File: config.mk
export PLATFORM = sky130hd
export DESIGN_NAME = aips_top
export DESIGN_NICKNAME = d
export VERILOG_FILES = /design/src/hdl/aips_nv_loader.v /design/src/hdl/aips_top.v
export VERILOG_INCLUDE_DIRS = /design/src /design/src/shared
export SDC_FILE = /design/constraint.sdc
export NUM_CORES = 1
export LEC_CHECK = 0
export BUFFER_PORTS_ARGS = -buffer_cell sky130_fd_sc_hd__buf_2
export CAP_MARGIN = 0
export CORE_MARGIN = 2
export CORE_UTILIZATION = 60
export CTS_CLUSTER_SIZE = 30
export DETAILED_ROUTE_END_ITERATION = 8
export MAX_ROUTING_LAYER = met4
export PLACE_DENSITY = 0.91
export SETUP_SLACK_MARGIN = 0.5
export SLEW_MARGIN = 5
export SYNTH_ARGS = -nofsm -noshare
export SYNTH_HDL_FRONTEND = slang
export SYNTH_HIERARCHICAL = 1
export SYNTH_SLANG_ARGS = --single-unit
File: constraint.sdc
create_clock -name sys_clk_i -period 2.4 [get_ports sys_clk_i]
set_input_delay 0 -clock sys_clk_i [delete_from_list [all_inputs] [get_ports sys_clk_i]]
set_output_delay 0 -clock sys_clk_i [all_outputs]
set_load 0.05 [all_outputs]
File: src/shared/aips_regs.vh
// Constants for the node identifier power-on selection block
// What this block does
// [RQ1] At power-on copy the setup table into working RAM; run from that copy.
// [RQ2] Accept software-assigned identifiers 1 to 255 and store them in the table.
// [RQ3] CANopen mode: identifier above 127 becomes 255, block goes unconfigured.
// [RQ4] Unconfigured: accept only layer setting service commands, drop all others.
// [RQ5] Unconfigured: send only layer setting service replies, no boot-up message.
// [RQ6] Serial-link write of identifier 1 to 127 leaves the unconfigured state.
// [RQ7] Valid table with selection flag: use table identifier or switch code.
// [RQ8] Valid table, flag clear: use last identifier set by table or master.
// [RQ9] Invalid table, identifier retained: use the retained identifier.
// [RQ10] Invalid table, nothing retained: use the hexadecimal rotary switch.
// [RQ11] Sample switch and select only once per power-on; hold until reassigned.
`ifndef AIPS_REGS_VH
`define AIPS_REGS_VH

// -----------------------------------------------------------------
// Register byte offsets
// -----------------------------------------------------------------
`define AIPS_CTRL 8'h00
`define AIPS_STAT 8'h04
`define AIPS_ASGN 8'h08
`define AIPS_RETN 8'h0C
`define AIPS_RAM_SEL 3'h1
`define AIPS_CTRL_RST 1'b1

// -----------------------------------------------------------------
// Setup table layout
// -----------------------------------------------------------------
`define AIPS_TBL_LAST 4'h7
`define AIPS_RET_IDX 4'h8
`define AIPS_TBL_IDX 4'h0
`define AIPS_SIG 16'hA5C3
`define AIPS_SIG_MSB 31
`define AIPS_SIG_LSB 16
`define AIPS_SEL_BIT 8
`define AIPS_RSET_BIT 8
`define AIPS_ID_MSB 7

// -----------------------------------------------------------------
// Identifier values and selection sources
// -----------------------------------------------------------------
`define AIPS_ID_SWITCH 8'h00
`define AIPS_ID_CO_MAX 8'h7F
`define AIPS_ID_UNCONF 8'hFF
`define AIPS_SRC_TABLE 2'h0
`define AIPS_SRC_RETAIN 2'h1
`define AIPS_SRC_SWITCH 2'h2
`define AIPS_SRC_ASSIGN 2'h3

// -----------------------------------------------------------------
// Bus responses
// -----------------------------------------------------------------
`define AIPS_OKAY 2'h0
`define AIPS_SLVERR 2'h2

`endif

File: src/hdl/aips_nv_loader.v
// Nonvolatile store sequencer: power-on read-out and later word writes
`timescale 1ns/1ps
`default_nettype none
`include "aips_regs.vh"
module aips_nv_loader (
  // Clock and reset
  input wire sys_clk_i,
  input wire rst_n_i,
  // Nonvolatile store port
  output wire nv_req_o,
  output wire nv_we_o,
  output wire [3:0] nv_addr_o,
  output wire [31:0] nv_wdata_o,
  input wire [31:0] nv_rdata_i,
  input wire nv_ack_i,
  // Load stream
  output wire ld_we_o,
  output wire [3:0] ld_idx_o,
  output wire [31:0] ld_data_o,
  output wire ld_done_o,
  // Write request
  input wire wr_req_i,
  input wire [3:0] wr_addr_i,
  input wire [31:0] wr_data_i,
  output wire wr_ack_o
);
  localparam L_RD = 2'h0;
  localparam L_IDLE = 2'h1;
  localparam L_WR = 2'h2;
  reg [1:0] st_q;
  reg [3:0] addr_q;
  reg [31:0] wdata_q;
  reg ld_we_q;
  reg [3:0] ld_idx_q;
  reg [31:0] ld_data_q;

  assign nv_req_o = (st_q == L_RD) || (st_q == L_WR);
  assign nv_we_o = (st_q == L_WR);
  assign nv_addr_o = addr_q;
  assign nv_wdata_o = wdata_q;
  assign ld_we_o = ld_we_q;
  assign ld_idx_o = ld_idx_q;
  assign ld_data_o = ld_data_q;
  assign ld_done_o = (st_q != L_RD) && !ld_we_q;
  assign wr_ack_o = (st_q == L_WR) && nv_ack_i;

  // Reads every table word and the retained word once, then serves writes
  always @(posedge sys_clk_i or negedge rst_n_i) begin
    if (!rst_n_i) begin
      st_q <= L_RD;
      addr_q <= `AIPS_TBL_IDX;
      wdata_q <= 32'h0000_0000;
      ld_we_q <= 1'b0;
      ld_idx_q <= 4'h0;
      ld_data_q <= 32'h0000_0000;
    end else begin
      ld_we_q <= 1'b0;
      case (st_q)
        L_RD: begin
          if (nv_ack_i) begin
            ld_we_q <= 1'b1; // [RQ1]
            ld_idx_q <= addr_q;
            ld_data_q <= nv_rdata_i;
            if (addr_q == `AIPS_RET_IDX) begin
              st_q <= L_IDLE;
            end else begin
              addr_q <= addr_q + 4'h1;
            end
          end
        end
        L_IDLE: begin
          if (wr_req_i) begin
            st_q <= L_WR;
            addr_q <= wr_addr_i;
            wdata_q <= wr_data_i;
          end
        end
        L_WR: begin
          if (nv_ack_i) begin
            st_q <= L_IDLE;
          end
        end
        default: begin
          st_q <= L_IDLE;
        end
      endcase
    end
  end
endmodule // aips_nv_loader
`default_nettype wire

File: src/hdl/aips_top.v
// Node identifier power-on selection with AXI4-Lite register access
`timescale 1ns/1ps
`default_nettype none
`include "aips_regs.vh"
module aips_top (
  // Clock and reset
  input wire sys_clk_i,
  input wire rst_n_i,
  // AXI4-Lite write address and data
  input wire s_axi_awvalid,
  output wire s_axi_awready,
  input wire [7:0] s_axi_awaddr,
  input wire s_axi_wvalid,
  output wire s_axi_wready,
  input wire [31:0] s_axi_wdata,
  input wire [3:0] s_axi_wstrb,
  // AXI4-Lite write response
  output wire s_axi_bvalid,
  input wire s_axi_bready,
  output wire [1:0] s_axi_bresp,
  // AXI4-Lite read
  input wire s_axi_arvalid,
  output wire s_axi_arready,
  input wire [7:0] s_axi_araddr,
  output wire s_axi_rvalid,
  input wire s_axi_rready,
  output wire [31:0] s_axi_rdata,
  output wire [1:0] s_axi_rresp,
  // Nonvolatile store
  output wire nv_req_o,
  output wire nv_we_o,
  output wire [3:0] nv_addr_o,
  output wire [31:0] nv_wdata_o,
  input wire [31:0] nv_rdata_i,
  input wire nv_ack_i,
  // Rotary switch pins
  input wire [3:0] node_id_rotary_switch_i,
  // Identifier assignment from the layer setting service engine
  input wire lss_id_valid_i,
  input wire [7:0] lss_id_i,
  // Received command filter
  input wire rx_cmd_valid_i,
  input wire rx_cmd_is_lss_i,
  output wire rx_accept_o,
  // Transmit gate
  input wire tx_req_i,
  input wire tx_is_lss_i,
  output wire tx_allow_o,
  // Identifier state
  output wire [7:0] node_identifier_o,
  output wire unconfigured_o,
  output wire id_ready_o,
  output wire boot_up_o,
  // Runtime setup read port
  input wire [2:0] setup_idx_i,
  output wire [31:0] setup_data_o
);
  // -----------------------------------------------------------------
  // State
  // -----------------------------------------------------------------
  localparam S_LOAD = 2'h0;
  localparam S_EVAL = 2'h1;
  localparam S_RUN = 2'h2;
  reg [1:0] st_q;
  reg [31:0] ram_q [0:7];
  reg [31:0] ret_q;
  reg [7:0] id_q;
  reg unconf_q;
  reg [1:0] src_q;
  reg boot_q;
  reg co_mode_q;
  reg [7:0] asgn_q;
  reg pend_tbl_q;
  reg pend_ret_q;
  reg [3:0] sw_meta_q;
  reg [3:0] sw_q;
  reg [31:0] setup_q;
  wire ld_we;
  wire [3:0] ld_idx;
  wire [31:0] ld_data;
  wire ld_done;
  wire wr_ack;
  wire wr_ret;

  // -----------------------------------------------------------------
  // Store sequencer
  // -----------------------------------------------------------------
  // Table word written first so a power loss leaves the retained copy old
  assign wr_ret = !pend_tbl_q;
  aips_nv_loader u_nv (
    .sys_clk_i(sys_clk_i),
    .rst_n_i(rst_n_i),
    .nv_req_o(nv_req_o),
    .nv_we_o(nv_we_o),
    .nv_addr_o(nv_addr_o),
    .nv_wdata_o(nv_wdata_o),
    .nv_rdata_i(nv_rdata_i),
    .nv_ack_i(nv_ack_i),
    .ld_we_o(ld_we),
    .ld_idx_o(ld_idx),
    .ld_data_o(ld_data),
    .ld_done_o(ld_done),
    .wr_req_i(pend_tbl_q || pend_ret_q),
    .wr_addr_i(wr_ret ? `AIPS_RET_IDX : `AIPS_TBL_IDX),
    .wr_data_i(wr_ret ? ret_q : ram_q[0]),
    .wr_ack_o(wr_ack)
  );

  // Switch pins come from outside: two flops before any use
  always @(posedge sys_clk_i or negedge rst_n_i) begin
    if (!rst_n_i) begin
      sw_meta_q <= 4'h0;
      sw_q <= 4'h0;
    end else begin
      sw_meta_q <= node_id_rotary_switch_i;
      sw_q <= sw_meta_q;
    end
  end

  // -----------------------------------------------------------------
  // AXI4-Lite slave
  // -----------------------------------------------------------------
  reg aw_got_q;
  reg w_got_q;
  reg [7:0] awaddr_q;
  reg [31:0] wdata_q;
  reg [3:0] wstrb_q;
  reg bvalid_q;
  reg [1:0] bresp_q;
  reg rvalid_q;
  reg [31:0] rdata_q;
  reg [1:0] rresp_q;
  wire wr_fire;
  wire wr_asgn;
  wire wr_ctrl;
  wire wr_ok;
  wire [7:0] w_id;

  assign s_axi_awready = !aw_got_q && !bvalid_q;
  assign s_axi_wready = !w_got_q && !bvalid_q;
  assign s_axi_bvalid = bvalid_q;
  assign s_axi_bresp = bresp_q;
  assign s_axi_arready = !rvalid_q;
  assign s_axi_rvalid = rvalid_q;
  assign s_axi_rdata = rdata_q;
  assign s_axi_rresp = rresp_q;
  assign wr_fire = aw_got_q && w_got_q && !bvalid_q;
  assign w_id = wdata_q[`AIPS_ID_MSB:0];
  assign wr_ctrl = wr_fire && (awaddr_q == `AIPS_CTRL);
  // Identifier zero is the switch code and cannot be assigned by hand
  assign wr_asgn = wr_fire && (awaddr_q == `AIPS_ASGN) && wstrb_q[0] &&
                   (st_q == S_RUN) && (w_id != `AIPS_ID_SWITCH);
  assign wr_ok = wr_ctrl || wr_asgn;

  // Address and data are latched in either order, then answered
  always @(posedge sys_clk_i or negedge rst_n_i) begin
    if (!rst_n_i) begin
      aw_got_q <= 1'b0;
      w_got_q <= 1'b0;
      awaddr_q <= 8'h00;
      wdata_q <= 32'h0000_0000;
      wstrb_q <= 4'h0;
      bvalid_q <= 1'b0;
      bresp_q <= `AIPS_OKAY;
    end else begin
      if (s_axi_awvalid && s_axi_awready) begin
        aw_got_q <= 1'b1;
        awaddr_q <= s_axi_awaddr;
      end
      if (s_axi_wvalid && s_axi_wready) begin
        w_got_q <= 1'b1;
        wdata_q <= s_axi_wdata;
        wstrb_q <= s_axi_wstrb;
      end
      if (wr_fire) begin
        aw_got_q <= 1'b0;
        w_got_q <= 1'b0;
        bvalid_q <= 1'b1;
        bresp_q <= wr_ok ? `AIPS_OKAY : `AIPS_SLVERR;
      end else if (bvalid_q && s_axi_bready) begin
        bvalid_q <= 1'b0;
      end
    end
  end

  // Read mux: status, control, assignment, retained word and the RAM copy
  always @(posedge sys_clk_i or negedge rst_n_i) begin
    if (!rst_n_i) begin
      rvalid_q <= 1'b0;
      rdata_q <= 32'h0000_0000;
      rresp_q <= `AIPS_OKAY;
    end else if (s_axi_arvalid && s_axi_arready) begin
      rvalid_q <= 1'b1;
      rresp_q <= `AIPS_OKAY;
      rdata_q <= 32'h0000_0000;
      if (s_axi_araddr[7:5] == `AIPS_RAM_SEL && s_axi_araddr[1:0] == 2'h0) begin
        rdata_q <= ram_q[s_axi_araddr[4:2]];
      end else begin
        case (s_axi_araddr)
          `AIPS_CTRL: rdata_q <= {31'h0000_0000, co_mode_q};
          `AIPS_STAT: rdata_q <= {20'h00000, src_q, (st_q == S_RUN),
                                  unconf_q, id_q};
          `AIPS_ASGN: rdata_q <= {24'h000000, asgn_q};
          `AIPS_RETN: rdata_q <= ret_q;
          default: rresp_q <= `AIPS_SLVERR;
        endcase
      end
    end else if (rvalid_q && s_axi_rready) begin
      rvalid_q <= 1'b0;
    end
  end

  // CANopen mode bit steers the identifier conversion
  always @(posedge sys_clk_i or negedge rst_n_i) begin
    if (!rst_n_i) begin
      co_mode_q <= `AIPS_CTRL_RST;
    end else if (wr_ctrl && wstrb_q[0]) begin
      co_mode_q <= wdata_q[0];
    end
  end

  // -----------------------------------------------------------------
  // Working RAM copy of the setup table
  // -----------------------------------------------------------------
  genvar gi;
  generate
    for (gi = 0; gi < 8; gi = gi + 1) begin : g_ram
      always @(posedge sys_clk_i or negedge rst_n_i) begin
        if (!rst_n_i) begin
          ram_q[gi] <= 32'h0000_0000;
        end else if (ld_we && ld_idx == gi) begin
          ram_q[gi] <= ld_data; // [RQ1]
        end else if (gi == 0 && wr_asgn) begin
          // Software identifier kept in the table, selection flag set
          ram_q[gi] <= {`AIPS_SIG, 7'h00, 1'b1, w_id}; // [RQ2]
        end
      end
    end
  endgenerate

  // Runtime reads go to the RAM copy, never the slow store
  always @(posedge sys_clk_i or negedge rst_n_i) begin
    if (!rst_n_i) begin
      setup_q <= 32'h0000_0000;
    end else begin
      setup_q <= ram_q[setup_idx_i]; // [RQ1]
    end
  end
  assign setup_data_o = setup_q;

  // -----------------------------------------------------------------
  // Power-on selection
  // -----------------------------------------------------------------
  reg [7:0] raw_id;
  reg [1:0] raw_src;
  reg [7:0] fin_id;
  reg fin_unconf;
  reg [7:0] lss_fin;
  wire tbl_valid;
  wire tbl_sel;
  wire ret_set;
  wire [7:0] sw_id;

  assign tbl_valid = ram_q[0][`AIPS_SIG_MSB:`AIPS_SIG_LSB] == `AIPS_SIG;
  assign tbl_sel = ram_q[0][`AIPS_SEL_BIT];
  assign ret_set = ret_q[`AIPS_RSET_BIT];
  assign sw_id = {4'h0, sw_q};

  // Choose the source in the documented order of precedence
  always @* begin
    raw_id = sw_id;
    raw_src = `AIPS_SRC_SWITCH;
    if (tbl_valid && tbl_sel) begin
      raw_id = ram_q[0][`AIPS_ID_MSB:0]; // [RQ7]
      raw_src = `AIPS_SRC_TABLE;
    end else if (ret_set) begin
      raw_id = ret_q[`AIPS_ID_MSB:0]; // [RQ8] [RQ9]
      raw_src = `AIPS_SRC_RETAIN;
    end
    // Switch code, or nothing retained, falls back to the switch
    if (raw_id == `AIPS_ID_SWITCH) begin
      raw_id = sw_id; // [RQ10]
      raw_src = `AIPS_SRC_SWITCH;
    end
    // Switch at zero gives no usable node: identifier 255, unconfigured only in CANopen mode
    fin_id = raw_id;
    fin_unconf = 1'b0;
    if (raw_id == `AIPS_ID_SWITCH) begin
      fin_id = `AIPS_ID_UNCONF;
      fin_unconf = co_mode_q;
    end else if (co_mode_q && raw_id > `AIPS_ID_CO_MAX) begin
      fin_id = `AIPS_ID_UNCONF; // [RQ3]
      fin_unconf = 1'b1;
    end
    lss_fin = lss_id_i;
    if (co_mode_q && lss_id_i > `AIPS_ID_CO_MAX) begin
      lss_fin = `AIPS_ID_UNCONF;
    end
  end

  // One evaluation per power-on; later changes only by explicit assignment
  always @(posedge sys_clk_i or negedge rst_n_i) begin
    if (!rst_n_i) begin
      st_q <= S_LOAD;
      id_q <= `AIPS_ID_UNCONF;
      unconf_q <= 1'b1;
      src_q <= `AIPS_SRC_SWITCH;
      boot_q <= 1'b0;
      asgn_q <= 8'h00;
      ret_q <= 32'h0000_0000;
      pend_tbl_q <= 1'b0;
      pend_ret_q <= 1'b0;
    end else begin
      boot_q <= 1'b0;
      if (ld_we && ld_idx == `AIPS_RET_IDX) begin
        ret_q <= ld_data;
      end
      if (wr_ack && !wr_ret) begin
        pend_tbl_q <= 1'b0;
      end
      if (wr_ack && wr_ret) begin
        pend_ret_q <= 1'b0;
      end
      case (st_q)
        S_LOAD: begin
          if (ld_done) begin
            st_q <= S_EVAL;
          end
        end
        S_EVAL: begin
          st_q <= S_RUN;
          id_q <= fin_id; // [RQ11]
          unconf_q <= fin_unconf;
          src_q <= raw_src;
          boot_q <= co_mode_q && !fin_unconf; // [RQ5]
          // A table value in force becomes the last value set
          if (raw_src == `AIPS_SRC_TABLE) begin
            ret_q <= {23'h000000, 1'b1, raw_id};
            pend_ret_q <= 1'b1;
          end
        end
        S_RUN: begin
          if (wr_asgn) begin
            asgn_q <= w_id;
            src_q <= `AIPS_SRC_ASSIGN;
            ret_q <= {23'h000000, 1'b1, w_id}; // [RQ2]
            pend_tbl_q <= 1'b1;
            pend_ret_q <= 1'b1;
            if (co_mode_q && w_id > `AIPS_ID_CO_MAX) begin
              id_q <= `AIPS_ID_UNCONF; // [RQ3]
              unconf_q <= 1'b1;
            end else begin
              id_q <= w_id; // [RQ6]
              unconf_q <= 1'b0;
              boot_q <= co_mode_q && unconf_q; // [RQ6]
            end
          end else if (lss_id_valid_i && lss_id_i != `AIPS_ID_SWITCH) begin
            // Master assignment is retained for the next power-on
            id_q <= lss_fin;
            unconf_q <= co_mode_q && (lss_fin == `AIPS_ID_UNCONF);
            src_q <= `AIPS_SRC_ASSIGN;
            ret_q <= {23'h000000, 1'b1, lss_fin};
            pend_ret_q <= 1'b1;
            boot_q <= co_mode_q && unconf_q &&
                      (lss_fin != `AIPS_ID_UNCONF); // [RQ5]
          end
        end
        default: begin
          st_q <= S_LOAD;
        end
      endcase
    end
  end

  // -----------------------------------------------------------------
  // Traffic gates
  // -----------------------------------------------------------------
  // Until selection ends the node counts as unconfigured
  assign rx_accept_o = rx_cmd_valid_i &&
                       (rx_cmd_is_lss_i || !unconf_q); // [RQ4]
  assign tx_allow_o = tx_req_i && (tx_is_lss_i || !unconf_q); // [RQ5]
  assign node_identifier_o = id_q;
  assign unconfigured_o = unconf_q;
  assign id_ready_o = (st_q == S_RUN);
  assign boot_up_o = boot_q;
endmodule // aips_top
`default_nettype wire

==> results of run 1 <==
==> how the worst max path moves through the flow <==
stage               slack (ps)  cells past startpoint              endpoint
finish                      80                      5       s_axi_rdata[31]
global route                60                      8             ret_q[26]
CTS                        130                      8             ret_q[10]
detailed placement          60                      8  node_identifier_o[0]
global placement             5                      8  node_identifier_o[0]
floorplan                  210                      6  node_identifier_o[3]
==> sequential cells by signal (all words and copies together) (netlist names), 4 cells and up <==
register and cells:
wdata_q 8, u_nv/ld_data_o 32, node_identifier_o 8, u_nv/ld_idx_o 4, ram_q 256, asgn_q 8
u_nv/nv_wdata_o 32, u_nv/nv_addr_o 4, ret_q 32, awaddr_q 8, s_axi_rdata 32, setup_data_o 32
sw_q 4, sw_meta_q 4
==> power breakdown <==
part | total, W | switching (W) | internal, W
logic | 0.0157 | 0.00876 | 0.00695
registers | 0.0157 | 0.00415 | 0.0115
clock network | 0.00769 | 0.00336 | 0.00433
==> per-layer routing <==
layer / vias up / wire length, um / global-route usage
li1: 7265 / - / -
met1: 9448 / 27860 / 0.4972
met2: 1960 / 37290 / 0.5838
met3: 650 / 12110 / 0.1187
met4: 0 / 7220 / 0.2573
met5: - / 0 / -
==> cell usage after synthesis, types with 3 or more instances <==
master | instances | area (um2)
a221oi_1 | 4 | 35.03
buf_4 | 4 | 30.03
nand3b_1 | 3 | 22.52
mux2i_1 | 42 | 420.4
or3_1 | 3 | 18.77
buf_6 | 3 | 33.78
a2bb2oi_1 | 6 | 52.55
nand3_1 | 14 | 70.07
a221o_1 | 8 | 80.08
o2bb2ai_1 | 4 | 35.03
buf_1 | 10 | 37.54
o22a_1 | 3 | 26.28
nand2_1 | 185 | 694.4
inv_1 | 17 | 63.81
a21boi_0 | 5 | 37.54
nor2b_1 | 8 | 50.05
buf_2 | 26 | 130.1
and2_1 | 10 | 62.56
o21ai_0 | 64 | 320.3
o21a_1 | 5 | 37.54
nor4_1 | 14 | 87.58
dfstp_2 | 11 | 289.0
a311oi_1 | 7 | 61.31
and3_1 | 4 | 25.02
clkbuf_1 | 80 | 300.3
dfrtp_1 | 472 | 11810
mux2_2 | 377 | 4245
a21oi_1 | 71 | 355.3
nor3_1 | 17 | 85.08
and3b_1 | 4 | 35.03
nand2_2 | 3 | 18.77
mux4_2 | 129 | 2905
nor2_1 | 89 | 334.1
o221a_2 | 5 | 56.30
a2111oi_0 | 4 | 35.03
a32o_1 | 5 | 50.05
a211o_1 | 3 | 26.28
a31oi_1 | 18 | 112.6
a22o_1 | 4 | 35.03
ha_1 | 5 | 62.56
a22oi_1 | 3 | 22.52
==> through the flow <==
stage	setup WS (ps)	utilization	total power (W)
after global routing	61.22	0.7454	0.04010
after CTS	133.7	0.7308	0.03709
final	76.93	0.7454	0.03908
after global placement	5.297	0.6654	0.02766
after floorplan	207.7	-	0.02397
after detailed placement	56.13	0.6654	0.02867
==> layout make-up <==
| class | count | area [um2] |
|---|---|---|
| flip-flops and latches | 483 | 12110 |
| multi-input cells | 1165 | 11360 |
| fillers | 2122 | 9861 |
| repair buffers | 393 | 3068 |
| clock buffers | 76 | 1479 |
| well taps | 518 | 648.1 |
| inverters | 18 | 97.59 |
| clock inverters | 11 | 95.09 |
| diodes | 5 | 12.51 |
| repair inverters | 1 | 8.758 |
==> timing repair <==
| item | in CTS | in global routing |
|---|---|---|
| setup endpoints to repair | 99 | 288 |
| hold endpoints to repair | 539 | 0 |
| pin swaps | 20 | 15 |
| resized for setup | 54 | 91 |
| setup buffers | 7 | 13 |
| gates cloned | 2 | 5 |
| hold buffers | 65 | 0 |
==> cells by family after synthesis <==
kind of cell,count (synthesis)
other,1
adder cells (fa/ha/maj),5
AO/OA/AOI/OAI,234
buffers and inverters,142
AND/OR/NAND/NOR,373
flip-flops,483
multiplexers,548
==> impl_metrics.ini, run 1 <==
[run_status]
outcome = complete, but fails checks
violations = design-rule violations, negative hold slack

[die]
fp.dieW_um = 202.2
die_y_um = 202.2
rows = 72
core_region_area_um2 = 38740
boundaryPins = 236
dieArea_um2 = 40900
initial_core_util = 0.6087

[finish]
nNetsFinal = 2227
area_delta_synth_final_pct = 22.47
design_area_um2 = 28880
drive_gt1_frac = 0.4788
final_common_cell = dfrtp_1
fin_cells = 2670
most-common-layout-cells = dfrtp_1 (463), mux2_2 (377), buf_2 (203)

[timing]
maxSlewHeadroom = 0.4532
holdWs_ps = -6.197
period_share = 0.9679
fin_crit_ps = 2323
fmax_mhz = 430.5
setup_tns_ps = 0
worst_slew_pin_slew_ps = 820.2
final-setup-viol-count = 0
drv_slew = 0
finalClockSkew_ps = 22.86
rsz0062_at_grt = true
hold_violations = 7

[global_routing]
grt_max_degree = 76
antenna_found_initial = 4
grt_pass1_vias = 19810
grtUsageTotal = 0.4025
grt_pass1_wl_um = 120200
overflow = 0

[route]
drt-initial-drc-count = 2908
vias = 19320
dr.pass1.iters = 9
drc = 1
drt-vias-per-instance = 7.237
ant_nets = 0
routed_wl_um = 84470
routedWlPerCell_um = 31.64

[placed_design]
gp_congestion = 0.9300
placed_area_um2 = 25780
hpwl_um = 45510
numPortBuffers = 206
placed_cells = 2486

[synth]
synth-compound-area-share = 0.06490
synth-main-ff-cell = dfrtp_1
synth_area_per_cell_um2 = 13.20
synth-async-reset-ratio = 1.000
synth-simple-area-share = 0.07138
synthCells = 1786
yosys_warnings = 6
synth_fa_ha_area_frac = 0.002653
synth-seq-cells = 483
ys_seq_area_frac = 0.5132
syn_area_um2 = 23580
synth_top_family_by_area = multiplexers
synthXorXnorAreaFrac = 0
synth-edff-count = 0
synth_mux_area_frac = 0.3211
yosys.cell_types.count = 68

[setup_path]
crit_type = reg -> reg
required_ps = 2820
critPathArrivalTime_ps = 2740
critPathBufInv = 0
rr_endpoint = s_axi_rdata[31]
r2r_slack_ps = 80
cp_slowest_stage_delay_ps = 640
rr_worst_depth = 5
startpoint_type = flop
end_kind = flop
critPathMaxFanout = 3
crit_start = ram_q[159]
cpLargestDelayFamily = compound AO/OA/AOI/OAI gates
worst_path_max_delay_cell = a21oi_1
reg2reg_from = ram_q[159]
path_cells = mux4_2 > mux2i_1 > nor2_1 > a21oi_1 > o21ai_0

[worst_hold_path]
hold_class = in -> async

[cts]
cts-root-buf = clkbuf_16
cts.sinks = 483
clock_latency_ps = 610
cts.htree.levels = 2
clk_pin_slew_worst_paths_ps = 70
cts-buffers-inserted = 48
clock_path_buffers = 3
cts_tree = done

[power_and_ir_drop]
p_per_area_nw_per_um2 = 1354
p_leak_nw = 12.95
ir_drop_mv = 0.7708

[flow_run]
drv_cap = 0
Note: power is estimated with default switching activity, not from simulation.
==> run 2, diff against run 1 <==
==> constraint.sdc (replaced) <==
create_clock -name sys_clk_i -period 2.4 [get_ports sys_clk_i]
set_input_delay 0.48 -clock sys_clk_i [delete_from_list [all_inputs] [get_ports sys_clk_i]]
set_output_delay 0.48 -clock sys_clk_i [all_outputs]
set_load 0.05 [all_outputs]
==> run 2 against run 1 <==
The run now ends clean. Critical path depth up 3. Setup slack lost 72 ps. Design area decreased by 0.94%. Global-route usage is 0.25 points lower. Maximum frequency is 3.0% lower. Die area stayed put. Register-to-register slack worse by 70 ps. Power increased by 1.8%. Cell count is 1.2% lower. Critical endpoint is now ret_q[31]. Largest cell class unchanged. Largest power group is now combinational logic.
==> impl_metrics.ini, run 2 (synthesized netlist as in run 1, its figures left out) <==
[power_and_ir_drop]
p_int_w = 0.02329
power_w = 0.03977
p_seq_frac = 0.392
swShare = 0.4144
ir_drop_mv = 0.8999
clkPwrFrac = 0.208
p_comb_frac = 0.400
p_leak_nw = 12.81
p_per_area_nw_per_um2 = 1390
p_switching_w = 0.01648

[finish]
largest_register = ram_q
num-fill-cells = 2118
nNetsFinal = 2184
largest_register_ff_count = 256
area_delta_synth_final_pct = 21.33
multi_input_area_um2 = 11310
design_area_um2 = 28610
most-common-layout-cells = dfrtp_1 (468), mux2_2 (377), buf_2 (186)
drive_gt1_frac = 0.5028
regArea_um2 = 12110
final_common_cell = dfrtp_1

[route]
drt-initial-drc-count = 3279
drc = 0
vias = 19280
routed_wl_um = 84570
routedWlPerCell_um = 32.07
ant_nets = 0
drt-vias-per-instance = 7.311
dr.pass1.iters = 6

[setup_path]
critPathArrivalTime_ps = 2870
critPathMaxFanout = 6
crit_type = reg -> reg
required_ps = 2880
end_kind = flop
startpoint_type = flop
r2r_slack_ps = 5

[die]
fp.dieW_um = 202.2
die_y_um = 202.2
initial_core_util = 0.6087
core_region_area_um2 = 38740
boundaryPins = 236
rows = 72
dieArea_um2 = 40900

[global_routing]
grt_pass1_vias = 19560
antenna_found_initial = 11
grt_max_degree = 109
grtUsageTotal = 0.4000
overflow = 0
grt_pass1_wl_um = 119100

[timing]
drv_slew = 0
hold_violations = 0
final-setup-viol-count = 0
setup_tns_ps = 0
fin_crit_ps = 2395
finalClockSkew_ps = 28.36
holdWs_ps = 67.26
period_share = 0.9981
maxSlewHeadroom = 0.5491
rsz0062_at_grt = true
worst_slew_pin_slew_ps = 670.3
fmax_mhz = 417.5

[cts]
cts-root-buf = clkbuf_16
cts_tree = done
cts-buffers-inserted = 49
cts.htree.levels = 2
cts.sinks = 483
clock_path_buffers = 3
clock_latency_ps = 630
clk_pin_slew_worst_paths_ps = 60

[placed_design]
gp_congestion = 0.9388
hpwl_um = 46230
placed_area_um2 = 25880
numPortBuffers = 206

[run_status]
outcome = finished clean

[flow_run]
drv_cap = 0

[worst_hold_path]
hold_class = in -> reg
-- run 2: cell count changes in the layout (fill, tap and decap cells not counted), sizes merged --
cell / delta
clkinvlp: +3
bufbuf: +1
buf: +14
bufinv: +3
clkinv: +8
dlygate4sd3: -60
diode: +6
clkbuf: -8
-- run 2: power by group through the flow --
stage | sequential, W | combinational, W | clock [W]
3_5_place_dp | 0.0148 | 0.0139 | 0
4_1_cts | 0.0150 | 0.0146 | 0.00820
5_1_grt | 0.0157 | 0.0164 | 0.00857
3_3_place_gp | 0.0143 | 0.0133 | 0
2_1_floorplan | 0.0161 | 0.00789 | 0
6_report | 0.0156 | 0.0159 | 0.00828
-- run 2: worst max-delay path: stages (launching register included) --
cell      delay, ps
dfrtp_1         380
or4_4           570
nor4_4          380
nand2_4         150
a31oi_4         170
a21boi_4        220
buf_12          140
buf_12          160
a21oi_2          90
-- run 2: metrics by stage --
step	worst slack, ps	util	cells
after floorplan	207.7	-	1790
final	4.621	0.7385	2637
after CTS	110.2	0.7249	2609
after detailed placement	-14.99	0.6682	2497
after global placement	92.62	0.6682	2497
after global routing	-28.38	0.7385	2637
-- run 2: path summary, 6_finish.rpt --
path	depth (start not counted)	startpoint	to
worst min-delay path	2	s_axi_bready	s_axi_bvalid
worst min register to register	0	sw_meta_q[3]	sw_q[3]
worst max-delay path	8	awaddr_q[7]	ret_q[31]
min in group asynchronous	2	rst_n_i	ram_q[132]
max in group asynchronous	3	rst_n_i	ram_q[114]
worst max register to register	8	awaddr_q[7]	ret_q[31]
-- run 2: metal layers --
| layer | vias up | part of all wire | GRT usage |
|---|---|---|---|
| met5 | - | 0 | - |
| met4 | 0 | 0.086 | 0.2711 |
| met3 | 669 | 0.14 | 0.1117 |
| met2 | 1986 | 0.44 | 0.5879 |
| met1 | 9416 | 0.33 | 0.4848 |
| li1 | 7207 | - | - |
-- run 2: area by class of cell --
type                       count  share of cell area
sequential                   483              0.4232
multi-input combinational   1165              0.3953
timing repair buffer         350             0.09483
clock buffer                  66             0.05004
tap                          518             0.02266
clock inverter                26             0.01010
inverter                      18            0.002930
antenna                       11           0.0009623
-- run 2: timing repair --
action,4_1_cts,5_1_grt
hold buffers,5,0
buffers inserted,12,12
gates resized for setup,78,81
pin swaps,27,15
cloned,3,5
setup endpoints to repair,96,186
endpoints found under the hold margin,17,0
